===== config.mk =====
export PLATFORM = sky130hd
export DESIGN_NAME = tx_buffer_command_loader
export DESIGN_NICKNAME = d
export VERILOG_FILES = /design/src/rtl/txl_pkg.sv /design/src/rtl/status_fifo.sv /design/src/rtl/tx_buffer_command_loader.sv
export SDC_FILE = /design/constraint.sdc
export NUM_CORES = 2
export LEC_CHECK = 0
export ABC_AREA = 1
export BUFFER_PORTS_ARGS = -buffer_cell sky130_fd_sc_hd__buf_4
export CAP_MARGIN = 20
export CORE_ASPECT_RATIO = 1.2
export CORE_MARGIN = 10
export CORE_UTILIZATION = 30
export CTS_CLUSTER_SIZE = 30
export DETAILED_ROUTE_END_ITERATION = 8
export MAX_ROUTING_LAYER = met4
export PLACE_DENSITY_LB_ADDON = 0.08
export SETUP_SLACK_MARGIN = 0.1
export SLEW_MARGIN = 20
export SYNTH_ARGS = -nofsm -noshare
export SYNTH_HDL_FRONTEND = slang
export SYNTH_SLANG_ARGS = --single-unit

===== constraint.sdc =====
create_clock -name pclk -period 4.85 [get_ports pclk]
set_clock_uncertainty 0.1 [all_clocks]
set_input_delay 0.7275 -clock pclk [delete_from_list [all_inputs] [get_ports pclk]]
set_output_delay 0.7275 -clock pclk [all_outputs]
set_load 0.01 [all_outputs]

===== src/rtl/txl_pkg.sv =====
// Purpose: Shared constants and carriers for the transmit buffer command loader.
// Assumes: APB slave on pclk at 40 MHz, 32-bit data, one word per register.
// Notes:   Command and status field positions are collected here.
package txl_pkg;

  // Register byte offsets
  localparam logic [7:0] ADDR_DATA     = 8'h00;
  localparam logic [7:0] ADDR_STATUS   = 8'h04;
  localparam logic [7:0] ADDR_SPACE    = 8'h08;
  localparam logic [7:0] ADDR_INT_STS  = 8'h0c;
  localparam logic [7:0] ADDR_INT_MASK = 8'h10;
  localparam logic [7:0] ADDR_CONFIG   = 8'h14;
  localparam logic [7:0] ADDR_CTRL     = 8'h18;

  // Command A fields
  localparam int A_IOC     = 31;
  localparam int A_ALN_HI  = 25;
  localparam int A_ALN_LO  = 24;
  localparam int A_OFF_HI  = 20;
  localparam int A_OFF_LO  = 16;
  localparam int A_FIRST   = 13;
  localparam int A_LAST    = 12;
  localparam int A_SIZE_HI = 10;

  // Command B fields
  localparam int B_TAG_HI  = 31;
  localparam int B_TAG_LO  = 16;
  localparam int B_LEN_HI  = 10;

  // End alignment codes
  localparam logic [1:0] ALIGN_4    = 2'h0;
  localparam logic [1:0] ALIGN_16   = 2'h1;
  localparam logic [1:0] ALIGN_32   = 2'h2;
  localparam logic [1:0] ALIGN_RSVD = 2'h3;

  // Interrupt status bits
  localparam int INT_ERR    = 0;
  localparam int INT_LOADED = 1;
  localparam int INT_LEVEL  = 2;
  localparam int INT_W      = 3;

  // Status word fields
  localparam int ST_TAG_LO   = 16;
  localparam int ST_ERR_SUM  = 15;
  localparam int ST_LOAD_ERR = 1;
  localparam int ST_MAC_FAIL = 0;

  // Values after reset and default sizes
  localparam logic [7:0]       THR_RST      = 8'h00;
  localparam logic [INT_W-1:0] MASK_RST     = 3'h0;
  localparam int               DATA_DEPTH   = 16;
  localparam int               STATUS_DEPTH = 16;

  typedef enum logic [1:0] {
    LD_CMD_A = 2'b00,
    LD_CMD_B = 2'b01,
    LD_DATA  = 2'b10,
    LD_FIN   = 2'b11
  } load_state_e;

  // One data FIFO entry as seen by the MAC
  typedef struct packed {
    logic [31:0] data;
    logic [3:0]  be;
    logic        last;
    logic [15:0] tag;
    logic        err;
  } tx_word_s;

endpackage


===== src/rtl/status_fifo.sv =====
// Purpose: Transmit status FIFO holding one word per finished packet.
// Assumes: DEPTH is a power of two; push is ignored while full.
// Notes:   Head word is visible on dout without a pop.
`timescale 1ns/1ps
module status_fifo #(
  parameter int W     = 32,
  parameter int DEPTH = txl_pkg::STATUS_DEPTH
) (
  input  wire logic                       pclk,
  input  wire logic                       presetn,
  input  wire logic                       ce,
  input  wire logic                       push,
  input  wire logic [W-1:0]               din,
  input  wire logic                       pop,
  output logic      [W-1:0]               dout,
  output logic      [$clog2(DEPTH+1)-1:0] count
);
  localparam int AW = $clog2(DEPTH);
  localparam int CW = $clog2(DEPTH+1);

  typedef struct packed {
    logic [DEPTH-1:0][W-1:0] mem;
    logic [AW-1:0]           wp;
    logic [AW-1:0]           rp;
    logic [CW-1:0]           cnt;
  } state_s;

  state_s st_ff;
  state_s nxt_st;
  logic   do_push;
  logic   do_pop;

  // Pointer and count update
  always_comb begin
    nxt_st  = st_ff;
    do_push = push && (st_ff.cnt != CW'(DEPTH));
    do_pop  = pop && (st_ff.cnt != '0);
    if (do_push) begin
      nxt_st.mem[st_ff.wp] = din;
      nxt_st.wp            = st_ff.wp + 1'b1;
    end
    if (do_pop) begin
      nxt_st.rp = st_ff.rp + 1'b1;
    end
    nxt_st.cnt = st_ff.cnt + CW'(do_push) - CW'(do_pop);
  end

  always_ff @(posedge pclk or negedge presetn) begin
    if (!presetn) begin
      st_ff <= '0;
    end else if (ce) begin
      st_ff <= nxt_st;
    end
  end

  assign dout  = st_ff.mem[st_ff.rp];
  assign count = st_ff.cnt;
endmodule // status_fifo


===== src/rtl/tx_buffer_command_loader.sv =====
// Purpose: Loads command-prefixed transmit buffers into the data FIFO for the MAC.
// Assumes: APB master on pclk; MAC logic on pclk; DATA_DEPTH is a power of two.
// Notes:   A zero-enable trailer entry with last set closes each packet, unless the data FIFO is full at the end.
`timescale 1ns/1ps
module tx_buffer_command_loader #(
  parameter int DATA_DEPTH   = txl_pkg::DATA_DEPTH,
  parameter int STATUS_DEPTH = txl_pkg::STATUS_DEPTH
) (
  input  wire logic              pclk,
  input  wire logic              presetn,
  input  wire logic              ce,
  input  wire logic              psel,
  input  wire logic              penable,
  input  wire logic              pwrite,
  input  wire logic [7:0]        paddr,
  input  wire logic [31:0]       pwdata,
  output logic      [31:0]       prdata,
  output logic                   pready,
  output logic                   pslverr,
  output logic                   tx_valid,
  output txl_pkg::tx_word_s      tx_word,
  input  wire logic              tx_ready,
  input  wire logic              tx_done,
  input  wire logic              tx_fail,
  output logic                   irq,
  output logic                   transmit_error_flag,
  output logic                   buffer_loaded_flag
);
  localparam int AW  = $clog2(DATA_DEPTH);
  localparam int CW  = $clog2(DATA_DEPTH+1);
  localparam int SCW = $clog2(STATUS_DEPTH+1);

  typedef struct packed {
    txl_pkg::load_state_e                      ld;
    logic [31:0]                               cmd_a;
    logic [31:0]                               cmd_b;
    logic [31:0]                               first_b;
    logic                                      in_pkt;
    logic [11:0]                               pkt_bytes;
    logic                                      pkt_err;
    logic [9:0]                                wcnt;
    logic [9:0]                                tot;
    logic [11:0]                               endb;
    logic [4:0]                                off;
    logic [DATA_DEPTH-1:0][$bits(txl_pkg::tx_word_s)-1:0] mem;
    logic [AW-1:0]                             wp;
    logic [AW-1:0]                             rp;
    logic [CW-1:0]                             cnt;
    logic                                      out_valid;
    txl_pkg::tx_word_s                         out_word;
    logic [15:0]                               fly_tag;
    logic                                      fly_err;
    logic                                      err_flag;
    logic [txl_pkg::INT_W-1:0]                 int_sts;
    logic [txl_pkg::INT_W-1:0]                 int_mask;
    logic [7:0]                                thr;
    logic                                      irq;
    logic                                      pready;
    logic                                      pslverr;
    logic [31:0]                               prdata;
    logic                                      st_taken;
  } state_s;

  state_s            st_ff;
  state_s            nxt_st;
  logic              access;
  logic              wr_data;
  logic              st_push;
  logic [31:0]       st_din;
  logic              st_pop;
  logic [31:0]       st_dout;
  logic [SCW-1:0]    st_cnt;
  logic              err_evt;
  logic              load_evt;
  logic              push;
  txl_pkg::tx_word_s push_word;
  logic              pop;
  logic [3:0]        be;
  logic [11:0]       words;
  logic [9:0]        am;
  logic              len_bad;
  logic [31:0]       clr;

  // Known register offsets
  function automatic logic addr_ok(input logic [7:0] a);
    addr_ok = (a == txl_pkg::ADDR_DATA)     || (a == txl_pkg::ADDR_STATUS)  ||
              (a == txl_pkg::ADDR_SPACE)    || (a == txl_pkg::ADDR_INT_STS) ||
              (a == txl_pkg::ADDR_INT_MASK) || (a == txl_pkg::ADDR_CONFIG)  ||
              (a == txl_pkg::ADDR_CTRL);
  endfunction

  // Byte lanes of a buffer word that lie between start offset and end
  function automatic logic [3:0] be_of(input logic [9:0]  w,
                                       input logic [4:0]  o,
                                       input logic [11:0] e);
    logic [11:0] pos;
    pos = '0;
    for (int i = 0; i < 4; i++) begin
      pos     = {w, 2'b00} + 12'(i);
      be_of[i] = (pos >= {7'h00, o}) && (pos < e);
    end
  endfunction

  // Number of kept bytes in a word
  function automatic logic [11:0] bytes_of(input logic [3:0] b);
    bytes_of = 12'(b[0]) + 12'(b[1]) + 12'(b[2]) + 12'(b[3]);
  endfunction

  status_fifo #(
    .W     (32),
    .DEPTH (STATUS_DEPTH)
  ) u_status (
    .pclk    (pclk),
    .presetn (presetn),
    .ce      (ce),
    .push    (st_push),
    .din     (st_din),
    .pop     (st_pop),
    .dout    (st_dout),
    .count   (st_cnt)
  );

  // Bus, loader, FIFO and interrupt next state
  always_comb begin
    nxt_st    = st_ff;
    access    = psel && penable && st_ff.pready;
    wr_data   = access && pwrite && (paddr == txl_pkg::ADDR_DATA);
    err_evt   = 1'b0;
    load_evt  = 1'b0;
    push      = 1'b0;
    push_word = '0;
    pop       = 1'b0;
    be        = '0;
    words     = '0;
    am        = '0;
    len_bad   = 1'b0;
    clr       = '0;

    // Zero-wait APB: pready and answer registered in the setup cycle
    nxt_st.pready  = psel && !penable;
    nxt_st.pslverr = psel && !penable && !addr_ok(paddr);
    nxt_st.prdata  = '0;
    // Pop only a status word that was really returned in this transfer
    nxt_st.st_taken = psel && !penable && !pwrite && (paddr == txl_pkg::ADDR_STATUS) &&
                      (st_cnt != '0);
    if (psel && !penable && !pwrite) begin
      case (paddr)
        txl_pkg::ADDR_STATUS:   nxt_st.prdata = (st_cnt != '0) ? st_dout : 32'h0;
        txl_pkg::ADDR_SPACE:    nxt_st.prdata = {8'h00, 8'(st_cnt),
                                  16'((DATA_DEPTH - int'(st_ff.cnt)) * 4)};
        txl_pkg::ADDR_INT_STS:  nxt_st.prdata = 32'(st_ff.int_sts);
        txl_pkg::ADDR_INT_MASK: nxt_st.prdata = 32'(st_ff.int_mask);
        txl_pkg::ADDR_CONFIG:   nxt_st.prdata = {24'h0, st_ff.thr};
        txl_pkg::ADDR_CTRL:     nxt_st.prdata = {31'h0, st_ff.err_flag};
        default:                nxt_st.prdata = '0;
      endcase
    end

    // Command and payload loader
    case (st_ff.ld)
      txl_pkg::LD_CMD_A: begin
        if (wr_data) begin
          nxt_st.cmd_a = pwdata;
          nxt_st.ld    = txl_pkg::LD_CMD_B;
          if (pwdata[txl_pkg::A_ALN_HI:txl_pkg::A_ALN_LO] == txl_pkg::ALIGN_RSVD) begin
            err_evt = 1'b1;
          end
        end
      end
      txl_pkg::LD_CMD_B: begin
        if (wr_data) begin
          nxt_st.cmd_b = pwdata;
          if (st_ff.cmd_a[txl_pkg::A_FIRST]) begin
            nxt_st.in_pkt    = 1'b1;
            nxt_st.first_b   = pwdata;
            nxt_st.pkt_bytes = '0;
            nxt_st.pkt_err   = (st_ff.cmd_a[txl_pkg::A_ALN_HI:txl_pkg::A_ALN_LO] ==
                                txl_pkg::ALIGN_RSVD);
          end else if (!st_ff.in_pkt || (pwdata != st_ff.first_b)) begin
            err_evt = 1'b1;
          end
          // Each buffer has its own start offset and end
          nxt_st.off  = st_ff.cmd_a[txl_pkg::A_OFF_HI:txl_pkg::A_OFF_LO];
          nxt_st.endb = 12'(st_ff.cmd_a[txl_pkg::A_OFF_HI:txl_pkg::A_OFF_LO]) +
                        12'(st_ff.cmd_a[txl_pkg::A_SIZE_HI:0]);
          words = (nxt_st.endb + 12'h003) >> 2;
          case (st_ff.cmd_a[txl_pkg::A_ALN_HI:txl_pkg::A_ALN_LO])
            txl_pkg::ALIGN_16: am = 10'h003;
            txl_pkg::ALIGN_32: am = 10'h007;
            default:           am = 10'h000;
          endcase
          nxt_st.tot  = (10'(words) + am) & ~am;
          nxt_st.wcnt = '0;
          nxt_st.ld   = (nxt_st.tot == '0) ? txl_pkg::LD_FIN : txl_pkg::LD_DATA;
        end
      end
      txl_pkg::LD_DATA: begin
        if (wr_data) begin
          be = be_of(st_ff.wcnt, st_ff.off, st_ff.endb);
          if (be != '0) begin
            if (st_ff.cnt == CW'(DATA_DEPTH)) begin
              err_evt = 1'b1;
            end else begin
              push           = 1'b1;
              push_word.data = pwdata;
              push_word.be   = be;
              push_word.tag  = st_ff.cmd_b[txl_pkg::B_TAG_HI:txl_pkg::B_TAG_LO];
            end
            nxt_st.pkt_bytes = st_ff.pkt_bytes + bytes_of(be);
          end
          nxt_st.wcnt = st_ff.wcnt + 10'h001;
          if (nxt_st.wcnt == st_ff.tot) begin
            nxt_st.ld = txl_pkg::LD_FIN;
          end
        end
      end
      txl_pkg::LD_FIN: begin
        load_evt  = st_ff.cmd_a[txl_pkg::A_IOC];
        nxt_st.ld = txl_pkg::LD_CMD_A;
        if (st_ff.cmd_a[txl_pkg::A_LAST]) begin
          len_bad = st_ff.pkt_bytes != {1'b0, st_ff.first_b[txl_pkg::B_LEN_HI:0]};
          err_evt = len_bad;
          nxt_st.in_pkt = 1'b0;
          if (st_ff.cnt == CW'(DATA_DEPTH)) begin
            err_evt = 1'b1;
          end else begin
            push           = 1'b1;
            push_word.last = 1'b1;
            push_word.tag  = st_ff.first_b[txl_pkg::B_TAG_HI:txl_pkg::B_TAG_LO];
            push_word.err  = st_ff.pkt_err || len_bad;
          end
        end
      end
      default: nxt_st.ld = txl_pkg::LD_CMD_A;
    endcase
    if (err_evt && st_ff.in_pkt) begin
      nxt_st.pkt_err = 1'b1;
    end

    // Output stage toward the MAC refills from the FIFO head
    if ((!st_ff.out_valid || tx_ready) && (st_ff.cnt != '0)) begin
      pop              = 1'b1;
      nxt_st.out_word  = st_ff.mem[st_ff.rp];
      nxt_st.out_valid = 1'b1;
      nxt_st.rp        = st_ff.rp + 1'b1;
    end else if (tx_ready) begin
      nxt_st.out_valid = 1'b0;
    end
    if (push) begin
      nxt_st.mem[st_ff.wp] = push_word;
      nxt_st.wp            = st_ff.wp + 1'b1;
    end
    nxt_st.cnt = st_ff.cnt + CW'(push) - CW'(pop);

    // Packet handed to the MAC; its tag waits for the done pulse
    if (st_ff.out_valid && tx_ready && st_ff.out_word.last) begin
      nxt_st.fly_tag = st_ff.out_word.tag;
      nxt_st.fly_err = st_ff.out_word.err;
    end

    // Register writes
    if (access && pwrite) begin
      case (paddr)
        txl_pkg::ADDR_INT_MASK: nxt_st.int_mask = pwdata[txl_pkg::INT_W-1:0];
        txl_pkg::ADDR_CONFIG:   nxt_st.thr      = pwdata[7:0];
        default:                nxt_st.thr      = nxt_st.thr;
      endcase
    end
    if (access && pwrite && (paddr == txl_pkg::ADDR_CTRL) && pwdata[0]) begin
      clr[0] = 1'b1;
    end
    nxt_st.err_flag = (st_ff.err_flag && !clr[0]) || err_evt;

    // Sticky interrupt bits; read clears what was returned, a new event wins
    if (access && !pwrite && (paddr == txl_pkg::ADDR_INT_STS)) begin
      clr[31:1] = {28'h0, st_ff.prdata[txl_pkg::INT_W-1:0]};
    end
    nxt_st.int_sts = st_ff.int_sts & ~clr[txl_pkg::INT_W:1];
    nxt_st.int_sts[txl_pkg::INT_ERR]    = nxt_st.int_sts[txl_pkg::INT_ERR] || err_evt;
    nxt_st.int_sts[txl_pkg::INT_LOADED] = nxt_st.int_sts[txl_pkg::INT_LOADED] || load_evt;
    nxt_st.int_sts[txl_pkg::INT_LEVEL]  = nxt_st.int_sts[txl_pkg::INT_LEVEL] ||
      ((st_ff.thr != '0) && (32'(st_cnt) >= 32'(st_ff.thr)));
    nxt_st.irq = |(nxt_st.int_sts & nxt_st.int_mask);
  end

  // Status word per transmission and pop on status port read
  always_comb begin
    st_push = tx_done;
    st_din  = '0;
    st_din[31:txl_pkg::ST_TAG_LO]   = st_ff.fly_tag;
    st_din[txl_pkg::ST_ERR_SUM]     = tx_fail || st_ff.fly_err;
    st_din[txl_pkg::ST_LOAD_ERR]    = st_ff.fly_err;
    st_din[txl_pkg::ST_MAC_FAIL]    = tx_fail;
    st_pop  = access && !pwrite && (paddr == txl_pkg::ADDR_STATUS) && st_ff.st_taken;
  end

  always_ff @(posedge pclk or negedge presetn) begin
    if (!presetn) begin
      st_ff          <= '0;
      st_ff.thr      <= txl_pkg::THR_RST;
      st_ff.int_mask <= txl_pkg::MASK_RST;
    end else if (ce) begin
      st_ff <= nxt_st;
    end
  end

  assign prdata              = st_ff.prdata;
  assign pready              = st_ff.pready;
  assign pslverr             = st_ff.pslverr;
  assign tx_valid            = st_ff.out_valid;
  assign tx_word             = st_ff.out_word;
  assign irq                 = st_ff.irq;
  assign transmit_error_flag = st_ff.err_flag;
  assign buffer_loaded_flag  = st_ff.int_sts[txl_pkg::INT_LOADED];
endmodule // tx_buffer_command_loader


Word level (Yosys, flattened, before mapping)
Cells that the tools add are included.
Storage, ports and cells
  bits in registers: 1674
  input port bits: 49
  output and inout port bits: 92
  word-level logic and storage cells: 279
Cells by class
  $add $sub $neg: 20
  order comparisons: 15
  eq/ne operators: 25
  multiplexer cells: 70
  bitwise operators: 5
  reductions and logical operators: 78
Operators with widths (count)
  $bwmux W864: 1
  $bwmux W512: 1
  $bmux W54 S4: 1
  $demux W54 S4: 1
  $pmux W32 S6: 1
  $mux W36: 4
  $bmux W32 S4: 1
  $demux W32 S4: 1
  $mux W32: 4
  $mux W54: 2
  $mux W51: 1
  $ge A12 B5 Y1: 4
  $lt A12 B12 Y1: 4
  $mux W16: 3
  $add A12 B2 Y12 const B: 3
  $mux W18: 2
  $mux W34: 1
  $ne A32 B32 Y1: 1
  $pmux W16 S2: 1
  $mux W10: 3
  $logic_and A1 B1 Y1: 29
  $mux W1: 25
  $eq A8 B5 Y1 const B: 3
  $mux W12: 2
  other kinds (54): 114

Logic depth before layout (Yosys ltp)
  depth after elaboration: 12
  gate-level depth with buffers: 25
  mapped depth without buffers: 25

By module
Synthesis repeated with hierarchy kept, for this count alone.
Unflattened totals
  cell total of the unflattened synthesis: 9962
  area, all modules: 78781.8 µm²
Modules (own cells, without submodules)
  tx_buffer_command_loader: times used 1, cells each 6021, area each 51912.3 µm², sequential area each 28076.9 µm²
  status_fifo: times used 1, cells each 3941, area each 26869.5 µm², sequential area each 13137.6 µm²

Worst setup path after synthesis
OpenSTA, ideal clock, no wires.
  path type: register to register
  start point: reg st_ff[1036] (netlist bit)
  end point: reg st_ff[1046] (netlist bit)
  library setup time: 97 ps
  arrival: 3274 ps
  data required time: 4653 ps
  path slack: 1379 ps
  cell stages (with the launch flop): 19
  path buffers: 0
  period minus slack after synthesis: 3471 ps
  path through: dfrtp_1 ha_1 nand2_1 inv_1 nor2_1 o21a_1 and2_1 nand2_1 nor2_1 inv_1 fa_1 inv_1 fa_1 inv_1 fa_1 nor3_1 nand2_1 xor2_1 o31ai_1
On the way
  longest elaborated chain between the ends: 10
  elaborated cells on any way between the ends: 25
  classes of those cells: 7 x add/sub; 8 x order compare; 1 x eq/ne; 3 x mux; 6 x reduce/logical
RTL lines
  start, declared: RTL line tx_buffer_command_loader.sv:64  | state_s st_ff;
  start signal, assigned: RTL line tx_buffer_command_loader.sv:303  | st_ff <= nxt_st;
  $add A12 B1 Y12: RTL line tx_buffer_command_loader.sv:99  | pos = {w, 2'b00} + 12'(i);
  $ge A12 B5 Y1 / $lt A12 B12 Y1 (equally long branches): RTL line tx_buffer_command_loader.sv:100  | be_of[i] = (pos >= {7'h00, o}) && (pos < e);
  $logic_and A1 B1 Y1: RTL line tx_buffer_command_loader.sv:100
  $add A1 B1 Y2: RTL line tx_buffer_command_loader.sv:106  | bytes_of = 12'(b[0]) + 12'(b[1]) + 12'(b[2]) + 12'(b[3]);
  $add A2 B1 Y3: RTL line tx_buffer_command_loader.sv:106
  $add A3 B1 Y4: RTL line tx_buffer_command_loader.sv:106
  $add A12 B4 Y12: RTL line tx_buffer_command_loader.sv:209  | nxt_st.pkt_bytes = st_ff.pkt_bytes + bytes_of(be);
  $mux W12: RTL line tx_buffer_command_loader.sv:200  | if (be != '0) begin
  $mux W12: RTL line tx_buffer_command_loader.sv:198  | if (wr_data) begin
  $pmux W12 S2: RTL line tx_buffer_command_loader.sv:160  | case (st_ff.ld)
Parallel ways exist; a longest one is shown, timed or not. The select of a mux whose other input is x is not followed.
A chain may end at the register's enable or synchronous reset.

Worst setup path in the final report
  start point: reg st_ff[1016] (netlist bit)
  end point: reg st_ff[357] (netlist bit)
On the way
  longest elaborated chain between the ends: 7
  elaborated cells on any way between the ends: 17
  classes of those cells: 4 x order compare; 7 x mux; 6 x reduce/logical
RTL lines (RTL line)
  $lt A12 B12 Y1: tx_buffer_command_loader.sv:100
  $logic_and A1 B1 Y1: tx_buffer_command_loader.sv:100
  $reduce_bool A4 Y1 *: tx_buffer_command_loader.sv:200
  $mux W16 / $mux W1 (equally long branches): tx_buffer_command_loader.sv:200
  $mux W16 / $mux W1 (equally long branches): tx_buffer_command_loader.sv:198
  $pmux W16 S2 / $pmux W1 S2 (equally long branches): tx_buffer_command_loader.sv:160
  $bwmux W864 / $reduce_and A2 Y1 (equally long branches)
Every way passes the cells marked *; elsewhere a longest branch is shown, timed or not.

==> flow_metrics.py <==
metrics = {
    "detailed_routing": {
        "drt_pass1_iterations": 5,
        "viasPerCell": 5.06,
        "drc": 0,
        "ant_nets": 0,
        "via_count": 53500,
        "wire_per_inst_um": 22.7,
        "drt_wl_total_um": 240000,
        "drtIter0Drc": 4460,
    },
    "final_layout": {
        "syn_to_final_growth_pct": 13.2,
        "final_cell_mix": "o21ai_0 (1768), nand2_1 (1495), dfrtp_1 (1427), nor2_1 (748), inv_1 (356)",
        "fin_cells": 10600,
        "fillers": 23100,
        "finish.instance_area_sq_um": 75000,
        "fin_nets": 7616,
        "final_util_pct": 34.2,
        "final_common_cell": "o21ai_0",
        "drive_gt1_share_pct": 8.39,
    },
    "floorplan": {
        "core_sq_um": 219000,
        "initial_core_util_pct": 30.2,
        "die_area_sq_um": 240000,
        "pin_count": 141,
        "num_rows": 188,
        "die_x_um": 449,
        "die_h_um": 535,
    },
    "sta": {
        "hold_viol_final": 0,
        "final.setup.tns_ns": 0,
        "tightest_slew_ns": 1.04,
        "drv_slew": 0,
        "post-route-period-util_pct": 85.7,
        "grt_setup_unrepaired": "no",
        "max_clock_freq_mhz": 241,
        "period_minus_slack_ns": 4.16,
        "finalSetupViolCount": 0,
        "slew_headroom_pct": 30.3,
    },
    "global_routing": {
        "antenna_found_initial": 3,
        "grt_max_degree": 162,
        "grt_pass1_wl_um": 365000,
        "grt_pass1_vias": 53500,
        "grt_usage_pct": 20.2,
        "overflow": 0,
    },
    "worst_setup_path": {
        "crit_type": "reg2reg",
        "start_kind": "flip-flop",
        "path_max_fanout": 38,
        "crit_path_start": "st_ff[1016]",
        "critPathArrivalTime_ns": 4.71,
        "crit_chain": "inv_1 -> ha_1 -> nand2_1 -> inv_1 -> nor2_1 -> o21a_1 -> and2_1 -> nand2_1 -> nor2_1 -> nor2_1 -> nand2_2 -> nand2_4 -> a21oi_4 -> nand4_4 -> buf_4 -> nand2_1 -> o21ai_0",
        "crit_family": "simple AND/OR/NAND/NOR gates",
        "timing.rr.start": "st_ff[1016]",
        "crit_slowest_cell": "a21oi_4",
        "cp_num_buf_inv": 3,
        "worstPathRequired_ns": 5.41,
        "r2r_slack_ns": 0.69,
        "end_kind": "flip-flop",
        "cpPeakStageDelay_ns": 0.64,
    },
    "clock_network": {
        "cts_buffers": 166,
        "cts_sinks": 1433,
        "post_cts_buffers": 0,
        "clk_path_buf_depth": 3,
        "cts_resized": 0,
        "cts.clk_slew.worst_paths_ns": 0.07,
        "ctsHoldBuffers": 5,
        "clock_latency_ns": 0.81,
        "cts_tree": "yes",
        "cts-root-buf": "clkbuf_16",
        "htree_num_levels": 4,
    },
    "placed_design": {
        "port_buffers": 140,
        "gp_congestion": 0.806,
        "place_hpwl_um": 139000,
        "place_area_sq_um": 69600,
        "placed_cells": 10300,
    },
    "min_path": {
        "hp-class": "in2reg",
        "hp-start": "pwdata[5]",
    },
    "logic_synthesis": {
        "syn_inst": 7738,
        "synth-xor-area-share_pct": 0.714,
        "synth_area_sq_um": 66300,
        "synth_ff_type": "dfrtp_1",
        "ys_seq_area_share_pct": 54.1,
        "synth_cell_types": 49,
        "avgSynthCellArea_sq_um": 8.57,
        "synthArstFlopShare_pct": 100,
        "yosysWarnings": 0,
        "synthMuxAreaShare_pct": 0.493,
        "synth-simple-area-share_pct": 15.4,
        "synth_top_family_by_area": "compound AO/OA/AOI/OAI gates",
        "synth_compound_area_share_pct": 20.8,
        "ys_ff_latch": 1433,
        "synthAdderAreaFrac_pct": 1.37,
        "synth_nets": 7856,
        "synth-edff-count": 0,
    },
    "status": {
        "status": "complete, no violations",
    },
    "pwr": {
        "total_power_mw": 39.4,
        "powerDensity_nw_per_um2": 525,
        "peakVddDrop_mv": 0.364,
        "leakage_nw": 32.9,
    },
    "job": {
        "drv_cap": 0,
    },
}
==> sequential cells by signal, summed over array words and instances, names as in the netlist <==
signal,flops
prdata,26
st_ff,1013
transmit_error_flag,1
buffer_loaded_flag,1
st_din,17
irq,1
u_status.st_ff,312
pslverr,1
pready,1
tx_valid,1
u_status.count,5
tx_word,54
==> kinds of logic after synthesis <==
kind of cell    count (synthesis)
fa+ha+maj                      69
flops                        1433
buf+inv                      1080
mux                            29
xor+xnor                       54
simple gates                 2539
compound gates               2534
==> metrics by stage <==
| step | hold WS [ns] | setup slack (ns) |
|---|---|---|
| final | 0.0824 | 0.694 |
| after global routing | 0.0694 | 0.343 |
| after CTS | 0.00300 | 0.635 |
| after detailed placement | 0.363 | 0.558 |
| after global placement | 0.358 | 0.591 |
| after floorplan | 0.332 | 1.38 |
==> worst paths after layout <==
kind                               end  cells past startpoint
setup / recovery            st_ff[357]                     17
hold / removal             st_ff[1120]                      3
setup reg to reg            st_ff[357]                     17
hold reg to reg             st_ff[930]                      2
max in group asynchronous   st_ff[128]                      3
min in group asynchronous       pready                      2
==> cells in the mapped netlist (5+ instances only) <==
master	n	area [sq um]
clkinv_1	6	22.5
nand4_1	26	163
dfrtp_1	1433	35900
o311ai_0	10	87.6
buf_2	17	85.1
buf_1	26	97.6
fa_1	6	120
xnor2_1	7	61.3
mux2_2	29	327
inv_1	366	1370
a22oi_1	25	188
ha_1	63	788
nor4_1	9	56.3
clkbuf_1	531	1990
o31ai_1	14	105
o21ai_1	121	606
a21oi_1	219	1100
nand4_4	15	319
a22o_1	15	131
a31oi_1	35	219
o221ai_1	138	1210
buf_6	40	450
o22ai_1	138	863
nor3_1	49	245
o21a_1	16	120
xor2_1	47	412
nor2_1	758	2850
a32o_1	8	80.1
o21ai_0	1768	8850
or2_2	5	31.3
nand2_1	1496	5620
nand3_1	172	861
buf_4	89	668
o32ai_1	10	87.6
a211oi_1	7	52.6
==> tightest hold or removal path: stages <==
cell	delay, ns
buf_4	0.11
nand2_1	0.05
o21ai_0	0.06
==> layer usage <==
metal | GRT usage [%] | wire [um] | vias to the layer above
li1 | - | - | 25500
met1 | 25.6 | 107000 | 26700
met2 | 34.8 | 120000 | 1007
met3 | 2.10 | 7730 | 283
met4 | 4.68 | 5160 | 0
met5 | - | 0 | -
==> power breakdown <==
group	switching, mW	total [mW]	internal (mW)
sequential	1.20	14.7	13.5
clock	5.31	12.7	7.36
combinational	8.12	12.0	3.90
==> layout make-up <==
| class | count | area, sq um | share of cell area [%] |
|---|---|---|---|
| Tap cell | 2945 | 3680 | 4.91 |
| Multi-Input combinational cell | 5225 | 25800 | 34.4 |
| Inverter | 376 | 1430 | 1.91 |
| Clock inverter | 50 | 470 | 0.627 |
| Clock buffer | 244 | 4940 | 6.59 |
| Timing Repair Buffer | 296 | 2810 | 3.74 |
| Sequential cell | 1433 | 35900 | 47.8 |
| Antenna cell | 2 | 5.00 | 0.00667 |
No activity file was read; power rests on OpenSTA's default activity.
